--- src/design/osc_trim_pkg.sv ---
// constants for the reference oscillator trim register pair
// assumes an apb slave; 0x18/0x19 are word indices, byte address = 4*index
package osc_trim_pkg;
  localparam logic [7:0]  TRIM_HIGH_INDEX = 8'h18;
  localparam logic [7:0]  TRIM_LOW_INDEX  = 8'h19;
  localparam logic [11:0] TRIM_HIGH_ADDR  = {2'h0, TRIM_HIGH_INDEX, 2'h0};
  localparam logic [11:0] TRIM_LOW_ADDR   = {2'h0, TRIM_LOW_INDEX, 2'h0};
  localparam int TC_MSB     = 15;
  localparam int TC_LSB     = 11;
  localparam int UNIMPL_BIT = 10;
  localparam int FREQ_MSB   = 9;
  localparam int COARSE_LSB = 6;
  localparam logic [15:0] TRIM_RESET    = 16'h0000;
  localparam logic [15:0] TRIM_IMPL_MSK = 16'hFBFF;
endpackage

--- src/design/ref_osc_trim_registers.sv ---
// trim register pair of the internal reference oscillator, apb slave
// assumes factory value on flash_trim valid when flash_load pulses after reset
// assumes config_write_lock and pll_clock_select come from logic on this clock
// assumes the status flags clear on the one-cycle clear_status pulse
// apb: zero wait states, read data launched from the setup cycle
// limitation: only the low byte of pwdata is used, upper lanes ignored
`timescale 1ns/1ps
module ref_osc_trim_registers
  import osc_trim_pkg::*;
(
  input  wire logic        clk,               // 25 MHz bus clock
  input  wire logic        rst_n,             // system reset, active low
  input  wire logic        psel,              // apb select
  input  wire logic        penable,           // apb enable
  input  wire logic        pwrite,            // apb direction
  input  wire logic [11:0] paddr,             // apb byte address
  input  wire logic [31:0] pwdata,            // apb write data
  output logic      [31:0] prdata,            // apb read data
  output logic             pready,            // apb ready
  output logic             pslverr,           // apb error, unmapped
  input  wire logic        flash_load,        // factory value valid pulse
  input  wire logic [15:0] flash_trim,        // factory trim value
  input  wire logic        config_write_lock, // protection lock bit
  input  wire logic        pll_clock_select,  // pll clock selected
  output logic             clear_status,      // clears lock and osc_stable_flag
  output logic [4:0]       temp_coeff_trim,   // tc trim to oscillator
  output logic             tc_comp_enable,    // tc compensation on
  output logic [3:0]       osc_coarse_trim,   // rough frequency trim
  output logic [5:0]       osc_fine_trim      // fine frequency trim
);
  // all state in one struct: trim value, clear pulse, read data
  // rdata holds from the setup cycle until the next setup so the master
  // can take it at the access edge without racing the register update
  typedef struct packed {
    logic [15:0] trim;
    logic        clr;
    logic [31:0] rdata;
  } state_s;
  state_s st, nx;
  logic hit_hi, hit_lo, acc, wr_ok;

  // decode; apb access completes with zero wait states
  assign hit_hi = (paddr == TRIM_HIGH_ADDR);
  assign hit_lo = (paddr == TRIM_LOW_ADDR);
  assign acc    = psel && penable;
  assign wr_ok  = acc && pwrite && (hit_hi || hit_lo) && !config_write_lock;
  assign pready  = 1'b1;
  // pslverr only in the access phase; a decode miss never writes
  assign pslverr = acc && !(hit_hi || hit_lo);

  // next state
  always_comb begin
    nx = st;
    nx.clr = wr_ok && pll_clock_select;
    if (flash_load) begin
      nx.trim = flash_trim & TRIM_IMPL_MSK;
    end else if (wr_ok && hit_hi) begin
      nx.trim[15:8] = pwdata[7:0] & TRIM_IMPL_MSK[15:8];
    end else if (wr_ok && hit_lo) begin
      nx.trim[7:0] = pwdata[7:0];
    end
    // read data captured in setup; unmapped or write setups read zero
    if (psel && !penable) begin
      nx.rdata = 32'h0000_0000;
      if (!pwrite && hit_hi) nx.rdata = {24'h0, st.trim[15:8]};
      if (!pwrite && hit_lo) nx.rdata = {24'h0, st.trim[7:0]};
    end
  end

  // state register; trim holds reset value until the flash load or an accepted write
  always_ff @(posedge clk or negedge rst_n) begin
    if (!rst_n) begin
      // async reset branch assigns constants only
      st <= '{trim: TRIM_RESET, clr: 1'b0, rdata: 32'h0000_0000};
    end else begin
      st <= nx;
    end
  end

  // field outputs straight from the trim flip-flops; tc_comp_enable is decoded as trim[14:11] nonzero
  assign prdata          = st.rdata;
  assign clear_status    = st.clr;
  assign temp_coeff_trim = st.trim[TC_MSB:TC_LSB];
  assign tc_comp_enable  = (st.trim[TC_MSB-1:TC_LSB] != 4'h0);
  assign osc_coarse_trim = st.trim[FREQ_MSB:COARSE_LSB];
  assign osc_fine_trim   = st.trim[COARSE_LSB-1:0];


  // a locked write must leave the trim untouched
  property p_locked_write_ignored;
    @(posedge clk) disable iff (!rst_n)
      (acc && pwrite && config_write_lock && !flash_load) |=> $stable(st.trim);
  endproperty
  a_locked_write_ignored: assert property (p_locked_write_ignored)
    else $error("locked write changed trim");

  // accepted write with pll selected pulses the clear
  property p_clear_on_pll_write;
    @(posedge clk) disable iff (!rst_n)
      (wr_ok && pll_clock_select) |=> clear_status;
  endproperty
  a_clear_on_pll_write: assert property (p_clear_on_pll_write)
    else $error("status clear missing");

  // clear only ever follows such a write
  property p_no_spurious_clear;
    @(posedge clk) disable iff (!rst_n)
      clear_status |-> $past(wr_ok) && $past(pll_clock_select);
  endproperty
  a_no_spurious_clear: assert property (p_no_spurious_clear)
    else $error("spurious status clear");

  // factory value lands one edge after the load pulse
  property p_flash_load;
    @(posedge clk) disable iff (!rst_n)
      flash_load |=> (st.trim == ($past(flash_trim) & TRIM_IMPL_MSK));
  endproperty
  a_flash_load: assert property (p_flash_load)
    else $error("flash trim not loaded");

  // unimplemented bit never set
  property p_bit10_zero;
    @(posedge clk) disable iff (!rst_n) st.trim[UNIMPL_BIT] == 1'b0;
  endproperty
  a_bit10_zero: assert property (p_bit10_zero)
    else $error("bit 10 set");

  // both nominal codes switch compensation off
  property p_tc_disable;
    @(posedge clk) disable iff (!rst_n)
      (temp_coeff_trim[3:0] == 4'h0) |-> !tc_comp_enable;
  endproperty
  a_tc_disable: assert property (p_tc_disable)
    else $error("tc compensation not off");

  // outputs mirror the packed field layout
  property p_fields;
    @(posedge clk) disable iff (!rst_n)
      {temp_coeff_trim, 1'b0, osc_coarse_trim, osc_fine_trim} == st.trim;
  endproperty
  a_fields: assert property (p_fields)
    else $error("field layout wrong");

  // low register write reaches the fine trim
  property p_low_write;
    @(posedge clk) disable iff (!rst_n)
      (wr_ok && hit_lo && !flash_load) |=> (osc_fine_trim == $past(pwdata[5:0]));
  endproperty
  a_low_write: assert property (p_low_write)
    else $error("low write lost");

  // apb never stretches a transfer
  property p_ready_always;
    @(posedge clk) disable iff (!rst_n)
      pready == 1'b1;
  endproperty
  a_ready_always: assert property (p_ready_always)
    else $error("pready low");

  // error response only in an access phase
  property p_err_in_access;
    @(posedge clk) disable iff (!rst_n)
      pslverr |-> acc;
  endproperty
  a_err_in_access: assert property (p_err_in_access)
    else $error("pslverr outside access");

  // high read returns the stored high byte
  property p_read_hi;
    @(posedge clk) disable iff (!rst_n)
      (psel && !penable && !pwrite && hit_hi) |=> (prdata == {24'h0, $past(st.trim[15:8])});
  endproperty
  a_read_hi: assert property (p_read_hi)
    else $error("high read data wrong");

  // low read returns the stored low byte
  property p_read_lo;
    @(posedge clk) disable iff (!rst_n)
      (psel && !penable && !pwrite && hit_lo) |=> (prdata == {24'h0, $past(st.trim[7:0])});
  endproperty
  a_read_lo: assert property (p_read_lo)
    else $error("low read data wrong");

  // high write lands with bit 10 masked
  property p_high_write;
    @(posedge clk) disable iff (!rst_n)
      (wr_ok && hit_hi && !flash_load) |=>
        (st.trim[15:8] == ($past(pwdata[7:0]) & TRIM_IMPL_MSK[15:8]));
  endproperty
  a_high_write: assert property (p_high_write)
    else $error("high write lost");

  // high write leaves the low byte alone
  property p_low_kept;
    @(posedge clk) disable iff (!rst_n)
      (wr_ok && hit_hi && !flash_load) |=> $stable(st.trim[7:0]);
  endproperty
  a_low_kept: assert property (p_low_kept)
    else $error("low byte disturbed");

  // any nonzero magnitude enables compensation
  property p_tc_enable;
    @(posedge clk) disable iff (!rst_n)
      (temp_coeff_trim[3:0] != 4'h0) |-> tc_comp_enable;
  endproperty
  a_tc_enable: assert property (p_tc_enable)
    else $error("tc compensation not on");

  // without load or accepted write the trim holds
  property p_idle_hold;
    @(posedge clk) disable iff (!rst_n)
      (!flash_load && !wr_ok) |=> $stable(st.trim);
  endproperty
  a_idle_hold: assert property (p_idle_hold)
    else $error("trim changed without write");

  // covers for the main scenarios
  c_flash_load: cover property (@(posedge clk) disable iff (!rst_n) flash_load);
  c_pll_write: cover property (@(posedge clk) disable iff (!rst_n) wr_ok && pll_clock_select);
  c_locked: cover property (@(posedge clk) disable iff (!rst_n) acc && pwrite && config_write_lock);
  c_read_hi: cover property (@(posedge clk) disable iff (!rst_n) acc && !pwrite && hit_hi);
endmodule // ref_osc_trim_registers

--- config.mk ---
export PLATFORM = sky130hd
export DESIGN_NAME = ref_osc_trim_registers
export DESIGN_NICKNAME = d
export VERILOG_FILES = /design/src/design/osc_trim_pkg.sv /design/src/design/ref_osc_trim_registers.sv
export SDC_FILE = /design/constraint.sdc
export NUM_CORES = 1
export LEC_CHECK = 0
export ABC_AREA = 0
export BUFFER_PORTS_ARGS = -buffer_cell sky130_fd_sc_hd__buf_2
export CORE_AREA = 5 5 69 71
export DETAILED_ROUTE_END_ITERATION = 12
export DIE_AREA = 0 0 74 76
export GPL_TIMING_DRIVEN = 0
export HOLD_SLACK_MARGIN = 0.03
export PLACE_DENSITY = 0.79
export SYNTH_ARGS = -nofsm -noshare
export SYNTH_HDL_FRONTEND = slang
export SYNTH_SLANG_ARGS = --single-unit
--- constraint.sdc ---
create_clock -name clk -period 1.3 [get_ports clk]
set_input_delay 0.065 -clock clk [delete_from_list [all_inputs] [get_ports clk]]
set_output_delay 0.065 -clock clk [all_outputs]
set_load 0.02 [all_outputs]
==> metrics, run 1 <==
Netlist cell types=25; drt initial violations=78; Worst Setup End Kind=register; Fillers=roughly 360; layout cells sized above 1=0.504; DR WL/cell=between 10 and 15 microns; Finished Layout Cells=336; Synth Instances=between 150 and 200; Ant. Diodes=0; setup slack, reg-to-reg=0.18 ns; post-DP HPWL=roughly 3600 microns; Comb power frac=0.325; WL final=5020 microns; #FFs+latches synth=24; clock power share=0.234; RSZ-0062 raised after global routing=true; synth warn=0; initial antenna violation count=0; worst hold margin=0.0275 ns; largest fanout on the critical path=8; clk slew on worst S/H paths=~0.08 ns; clk_skew=0.00312 ns; Switching Fraction=0.317; area grow syn2layout=56.5%; RD Place Congestion=0.802; Synth top area share=0.379; RR Endpoint=temp_coeff_trim[2]$_DFFE_PN0P_; r2r startpoint=temp_coeff_trim[2]$_DFFE_PN0P_; clk buf depth=2; Max-slew headroom=0.573; cell area after layout=2480 sq um; IO Port Bufs=66; Multi-input gate area=985 sq um; Starting Density=0.380; Slowest-stage cell, CP=or4_4; I/O Pins=119; Main synth FF type=dfrtp_1; failing checks=negative setup slack; pwr dens=between 700 and 800 nW/um^2; CTS root buf=clkbuf_8; critical path startpoint category=input pin; sw power=around 0.59 mW; Synth async-reset ratio=1.00; GR Overflow Total=0; max-slew violation count=0; Pint=between 1 and 1.5 mW; run status=finished with violations; Hold Vio Cnt, Final=0; sequential element share of the synthesized area=0.379; final cycle utilization of the critical path=1.11; via count=1657; maximum vdd drop=roughly 0.37 mV; Rows=24; Max-Cap Viols=0; nets=approximately 350; Hold EP=osc_fine_trim[1]$_DFFE_PN0P_; first-pass GRT wire length=between 7000 and 8000 microns; clock sinks=24; gr usage total=0.164; area occupied by registers=601 sq um; ranking of synthesized cells by area=dfrtp_1 (38%), buf_4 (12%), o41ai_1 (8.3%); sequential share of power=0.441; DRC violations left=0; vias in the first global route=1598; WP data arrival=1.62 ns; Core Region=~4200 sq um; TritonCTS buffer count=3; Post-DP Area=between 2000 and 2500 sq um; die span in y=76 microns; Post-synth EDFFs=0; setup ws final=-0.144 ns; CP top delay family=simple AND/OR/NAND/NOR gates; hold wc startpoint=flash_trim[1]; die area=5620 sq um; placed cell count=317; Finish-stage setup viols=25; Hold Crit Class=input pin to register; Post-Syn Area=~1600 sq um; Buf/Inv on CP=1; DP Worst Slack=-0.571 ns; worst slew pin tran=around 0.64 ns; Static Leak=1.24 nW; Routed Antenna Nets=0; crit-path cells=buf_6 > or4b_4 > or4_4 > o311ai_4; Worst Reg2Reg Path Length in Cells=5; TritonRoute pass-1 iters=4; crit path kind=input pin to register; Mean Syn Cell Area=9.01 sq um; CTS tree=yes; number of vias per cell=approximately 4.9; min Tclk post-route=1.44 ns; largest net degree at the start of global routing=25; Req. time, crit path=1.48 ns; H-tree Lvls=1; cell count of the worst hold path=3; Synth area leader=dfrtp_1; Max Clk Rate=692 MHz; worst skew pair latency=0.27 ns; crit-path max cell delay=approximately 0.63 ns; DIE WIDTH=74 microns
## timing repair
item	4_1_cts	5_1_grt
endpoints found under the setup margin	25	25
gates resized for setup	19	24
setup buffers	6	7
gates cloned	0	0
hold buffers	8	0
hold endpoints to repair	31	0
pin swaps	4	11
## cells by family (layout without fill, tap and decap cells)
| logic type | Yosys count | in the layout | synth area share |
|---|---|---|---|
| compound gates | 38 | 38 | 0.180 |
| mux | 7 | 7 | 0.0442 |
| other cells | 2 | 25 | 0.00473 |
| simple gates | 62 | 62 | 0.222 |
| buf+inv | 43 | 128 | 0.171 |
| flops | 24 | 24 | 0.379 |
## cell usage in the layout (no fill, tap or decap), drive strengths merged
cell	count
and3	1
buf	108
clkbuf	10
conb	25
dfrtp	24
dlygate4sd3	8
inv	2
mux2i	7
nand2	25
nand2b	8
nand4b	1
nand4bb	1
nor2	1
nor2b	15
nor3	1
o211ai	14
o21ai	8
o311ai	1
o41ai	15
or3b	2
or4	5
or4b	2
## power groups by stage
stage / Clock, mW / Combinational, mW / Sequential [mW]
after global routing: 0.468 / 0.647 / 0.823
after detailed placement: 0 / 0.500 / 0.834
after global placement: 0 / 0.492 / 0.832
after CTS: 0.433 / 0.553 / 0.817
final: 0.434 / 0.602 / 0.818
after floorplan: 0 / 0.283 / 0.881
## per-layer routing
metal / GRT usage / vias to the layer above / wire length [microns]
li1: - / 801 / -
met1: 0.187 / 770 / 1870
met3: 0.0277 / 16 / 333
met2: 0.286 / 70 / 2670
met5: 0 / - / 0
met4: 0.0779 / 0 / 147
## synth_stat cells, types with 2 or more instances
cell,count
buf_1,2
buf_2,4
buf_4,26
clkbuf_1,8
conb_1,2
dfrtp_1,24
inv_1,2
mux2i_1,7
nand2_1,25
nand2b_1,8
nor2b_1,15
o211ai_1,14
o21ai_1,8
o41ai_1,15
or3b_2,2
or4_1,4
or4b_1,2
## sequential cells by signal, summed over array words and instances (netlist names)
name	count
osc_coarse_trim	4
clear_status	1
prdata	8
osc_fine_trim	6
temp_coeff_trim	5
## final cells by class
class / count / area share
Multi-Input combinational cell: 132 / 0.396
Sequential cell: 24 / 0.242
Timing Repair Buffer: 87 / 0.212
Buffer: 36 / 0.104
Tap cell: 52 / 0.0262
Clock buffer: 3 / 0.0166
Inverter: 2 / 0.00302
## worst max-delay path by stage
| stage | startpoint | to | slack (ns) | cells past startpoint |
|---|---|---|---|---|
| floorplan | paddr[9] | osc_fine_trim[2]$_DFFE_PN0P_ | -0.38 | 5 |
| global placement | paddr[9] | osc_fine_trim[2]$_DFFE_PN0P_ | -0.52 | 6 |
| detailed placement | paddr[9] | osc_fine_trim[2]$_DFFE_PN0P_ | -0.57 | 6 |
| CTS | paddr[7] | osc_fine_trim[2]$_DFFE_PN0P_ | -0.19 | 4 |
| global route | paddr[9] | osc_fine_trim[0]$_DFFE_PN0P_ | -0.17 | 4 |
| finish | paddr[7] | osc_fine_trim[2]$_DFFE_PN0P_ | -0.14 | 4 |
## metrics by stage
step / total power, mW / setup TNS, ns / util
2_1_floorplan: 1.16 / -6.89 / -
3_3_place_gp: 1.32 / -10.33 / 0.505
3_5_place_dp: 1.33 / -10.87 / 0.505
4_1_cts: 1.80 / -2.34 / 0.560
5_1_grt: 1.94 / -2.73 / 0.595
6_report: 1.85 / -1.90 / 0.595
## tightest hold or removal path: stages
cell      delay [ns]
buf_2           0.08
nand2_1         0.04
o211ai_1        0.07
Note: power is estimated with default switching activity, not from simulation.
==> inputs of run 2 (changes only) <==
Settings changed: CORE_AREA 5 5 69 71 to 5 5 67 69, DIE_AREA 0 0 74 76 to 0 0 72 74, PLACE_DENSITY 0.79 to 0.83.
Clock period 1.3 ns to 1.8 ns, I/O delays scaled along.
==> run 2 against run 1 <==
The flow now finishes without violations. Die area down 5.3%. Clock power is 15% lower. Sequential share of layout area is 4.0 points higher. Routed wire length down 11%. Cell count fell by 4.8%. Power decreased by 29%. Global-route usage is 0.24 points lower. Combinational power down 40%. Core utilization decreased by 4.2 points. Worst setup slack improved by 0.32 ns. Critical path depth up 2. Worst hold slack improved by 0.013 ns. Largest cell class unchanged.
==> metrics, run 2 (synthesis results as in run 1) <==
crit path kind=input pin to register; sw power=0.407 mW (-31%); WP data arrival=1.75 ns (+0.13 ns); Max Clk Rate=approximately 620 MHz; critical path startpoint category=input pin; post-DP HPWL=3570 microns (-0.14%); PostCTS Resize Cnt=0 (-19); gr usage total=0.161 (-0.00240); clk buf depth=2 (unchanged); CP most frequent cell=buf_2; Switching Fraction=0.307 (-0.0104); Finish-stage setup viols=0 (-100%); crit-path cells=buf_2 > or4b_1 > buf_2 > clkbuf_1 > o41ai_1 > o211ai_1; final cycle utilization of the critical path=0.900; area grow syn2layout=34.3%; Finished Layout Cells=320 (-4.8%); worst skew pair latency=0.26 ns (about the same); Fillers=392 (+8.6%); TritonRoute pass-1 iters=4 (unchanged); Pint=0.918 mW (-27%); clock power share=0.279 (+0.045); Routed Antenna Nets=0 (unchanged); Max-Cap Viols=0 (unchanged); Largest register FFs=8 (unchanged); Buf/Inv on CP=3 (+2); GR Overflow Total=0 (unchanged); setup slack, reg-to-reg=0.86 ns (+0.68 ns); Static Leak=1.09 nW (-12%); Ant. Diodes=0 (unchanged); placed cell count=315 (-0.63%); M3 GR Usage=0.0324 (+0.00473); Max-slew headroom=0.659 (+0.0864); largest net degree at the start of global routing=25 (unchanged); CP top delay family=compound AO/OA/AOI/OAI gates; max-slew violation count=0 (unchanged); Starting Density=0.411 (+0.0313); I/O Pins=119 (unchanged); clock sinks=24 (unchanged); sequential share of power=0.448 (+0.007); DR WL/cell=13.9 microns (-6.7%); leading cell type in the layout, fill and taps excluded=buf_2; most frequent cells in the layout=buf_2 (70), buf_4 (26), nand2_1 (25), conb_1 (25), dfrtp_1 (24); IO Port Bufs=66 (unchanged); Slowest-stage cell, CP=or4b_1; min Tclk post-route=around 1.6 ns; clk slew on worst S/H paths=0.09 ns (about the same); Comb power frac=0.274 (-0.051); die area=5330 sq um (-5.3%); crit path to=osc_fine_trim[5]$_DFFE_PN0P_; TritonCTS buffer count=3 (unchanged); cell depth of the worst setup path=6 (+2); WL final=4460 microns (-11%); crit-path max cell delay=0.50 ns (-0.13 ns); via count=1558 (-6.0%); Worst Reg2Reg Path Length in Cells=3 (-2); run status=completed; largest fanout on the critical path=10 (+2); Total Power=1.32 mW (-29%); clk_skew=0.00178 ns (-0.00134 ns); RR Endpoint=osc_coarse_trim[2]$_DFFE_PN0P_; RSZ-0062 raised after global routing=false; CP Launch Point=paddr[1]; RD Place Congestion=0.829 (+3.4%); initial antenna violation count=0 (unchanged); GR Util met2=0.288 (+0.00141); maximum vdd drop=0.279 mV (-26%); r2r startpoint=osc_coarse_trim[2]$_DFFE_PN0P_; met1 Use GR=0.189 (+0.00126); H-tree Lvls=1 (unchanged); nets=339 (-4.2%); first-pass GRT wire length=6960 microns (-3.3%); DIE WIDTH=72 microns (-2.7%); pwr dens=622 nW/um^2 (-17%); Core Region=3860 sq um (-7.6%); CTS root buf=clkbuf_8; worst slew pin tran=0.511 ns (-0.130 ns); drt initial violations=50 (-36%); Worst Setup End Kind=register; layout cells sized above 1=0.385 (-0.118); Hold Vio Cnt, Final=0 (unchanged); number of vias per cell=4.87 (-1.3%); vias in the first global route=1600 (+0.13%); Req. time, crit path=1.93 ns (+0.45 ns); Hold Crit Class=input pin to register; CTS tree=yes; Rows=23 (-4.2%); busiest layer in global routing=met2; DRC violations left=0 (unchanged); die span in y=74 microns (-2.6%)
[run 2: cell count changes in the layout (fill, tap and decap cells not counted), sizes merged]
cell         before  now
dlygate4sd3       8    1
buf             108   99
clkbuf           10   12
[run 2: layout make-up]
class	instances	area [sq um]	share of cell area
timing repair buffer	67	340	0.160
buffer	41	264	0.124
inverter	2	7.51	0.00352
sequential	24	601	0.282
tap	50	62.6	0.0294
clock buffer	4	55.1	0.0258
multi-input combinational	132	801	0.376
[run 2: tightest hold or removal path, stage by stage]
cell and delay, ns:
buf_2 0.07, nand2_1 0.04, o211ai_1 0.07
[run 2: repair_timing]
| item | in CTS | in global routing |
|---|---|---|
| endpoints found under the hold margin | 24 | 0 |
| hold buffers | 1 | 0 |
| buffers inserted | 0 | 0 |
[run 2: routing by layer]
| layer | part of all wire | up-vias |
|---|---|---|
| met3 | 0.077 | 13 |
| met4 | 0.022 | 0 |
| li1 | - | 770 |
| met1 | 0.37 | 693 |
| met5 | 0 | - |
| met2 | 0.53 | 82 |
[run 2: power groups by stage]
stage	combinational, mW	clock (mW)	sequential [mW]
2_1_floorplan	0.202	0	0.637
3_3_place_gp	0.352	0	0.601
3_5_place_dp	0.357	0	0.603
4_1_cts	0.360	0.365	0.593
5_1_grt	0.393	0.395	0.598
6_report	0.362	0.369	0.593
[run 2: worst min path at each step]
stage                      from                              to  slack (ns)  depth (start not counted)
6_report         flash_trim[12]  temp_coeff_trim[1]$_DFFE_PN0P_        0.04                          3
5_1_grt        pll_clock_select          clear_status$_DFF_PN0_        0.06                          2
4_1_cts          flash_trim[12]  temp_coeff_trim[1]$_DFFE_PN0P_        0.05                          3
3_5_place_dp              rst_n    osc_fine_trim[5]$_DFFE_PN0P_        0.09                          1
3_3_place_gp              rst_n    osc_fine_trim[5]$_DFFE_PN0P_        0.08                          1
2_1_floorplan             rst_n          clear_status$_DFF_PN0_       -0.21                          0
[run 2: stage by stage]
step	area (sq um)	hold slack (ns)	utilization	worst slack [ns]	TNS, ns
2_1_floorplan	1670	-0.206	-	0.0904	0
3_3_place_gp	2070	0.0839	0.536	-0.0874	-0.399
3_5_place_dp	2070	0.0901	0.536	-0.0975	-0.741
4_1_cts	2130	0.0452	0.553	0.178	0
5_1_grt	2130	0.0602	0.553	0.0740	0
6_report	2130	0.0409	0.553	0.179	0
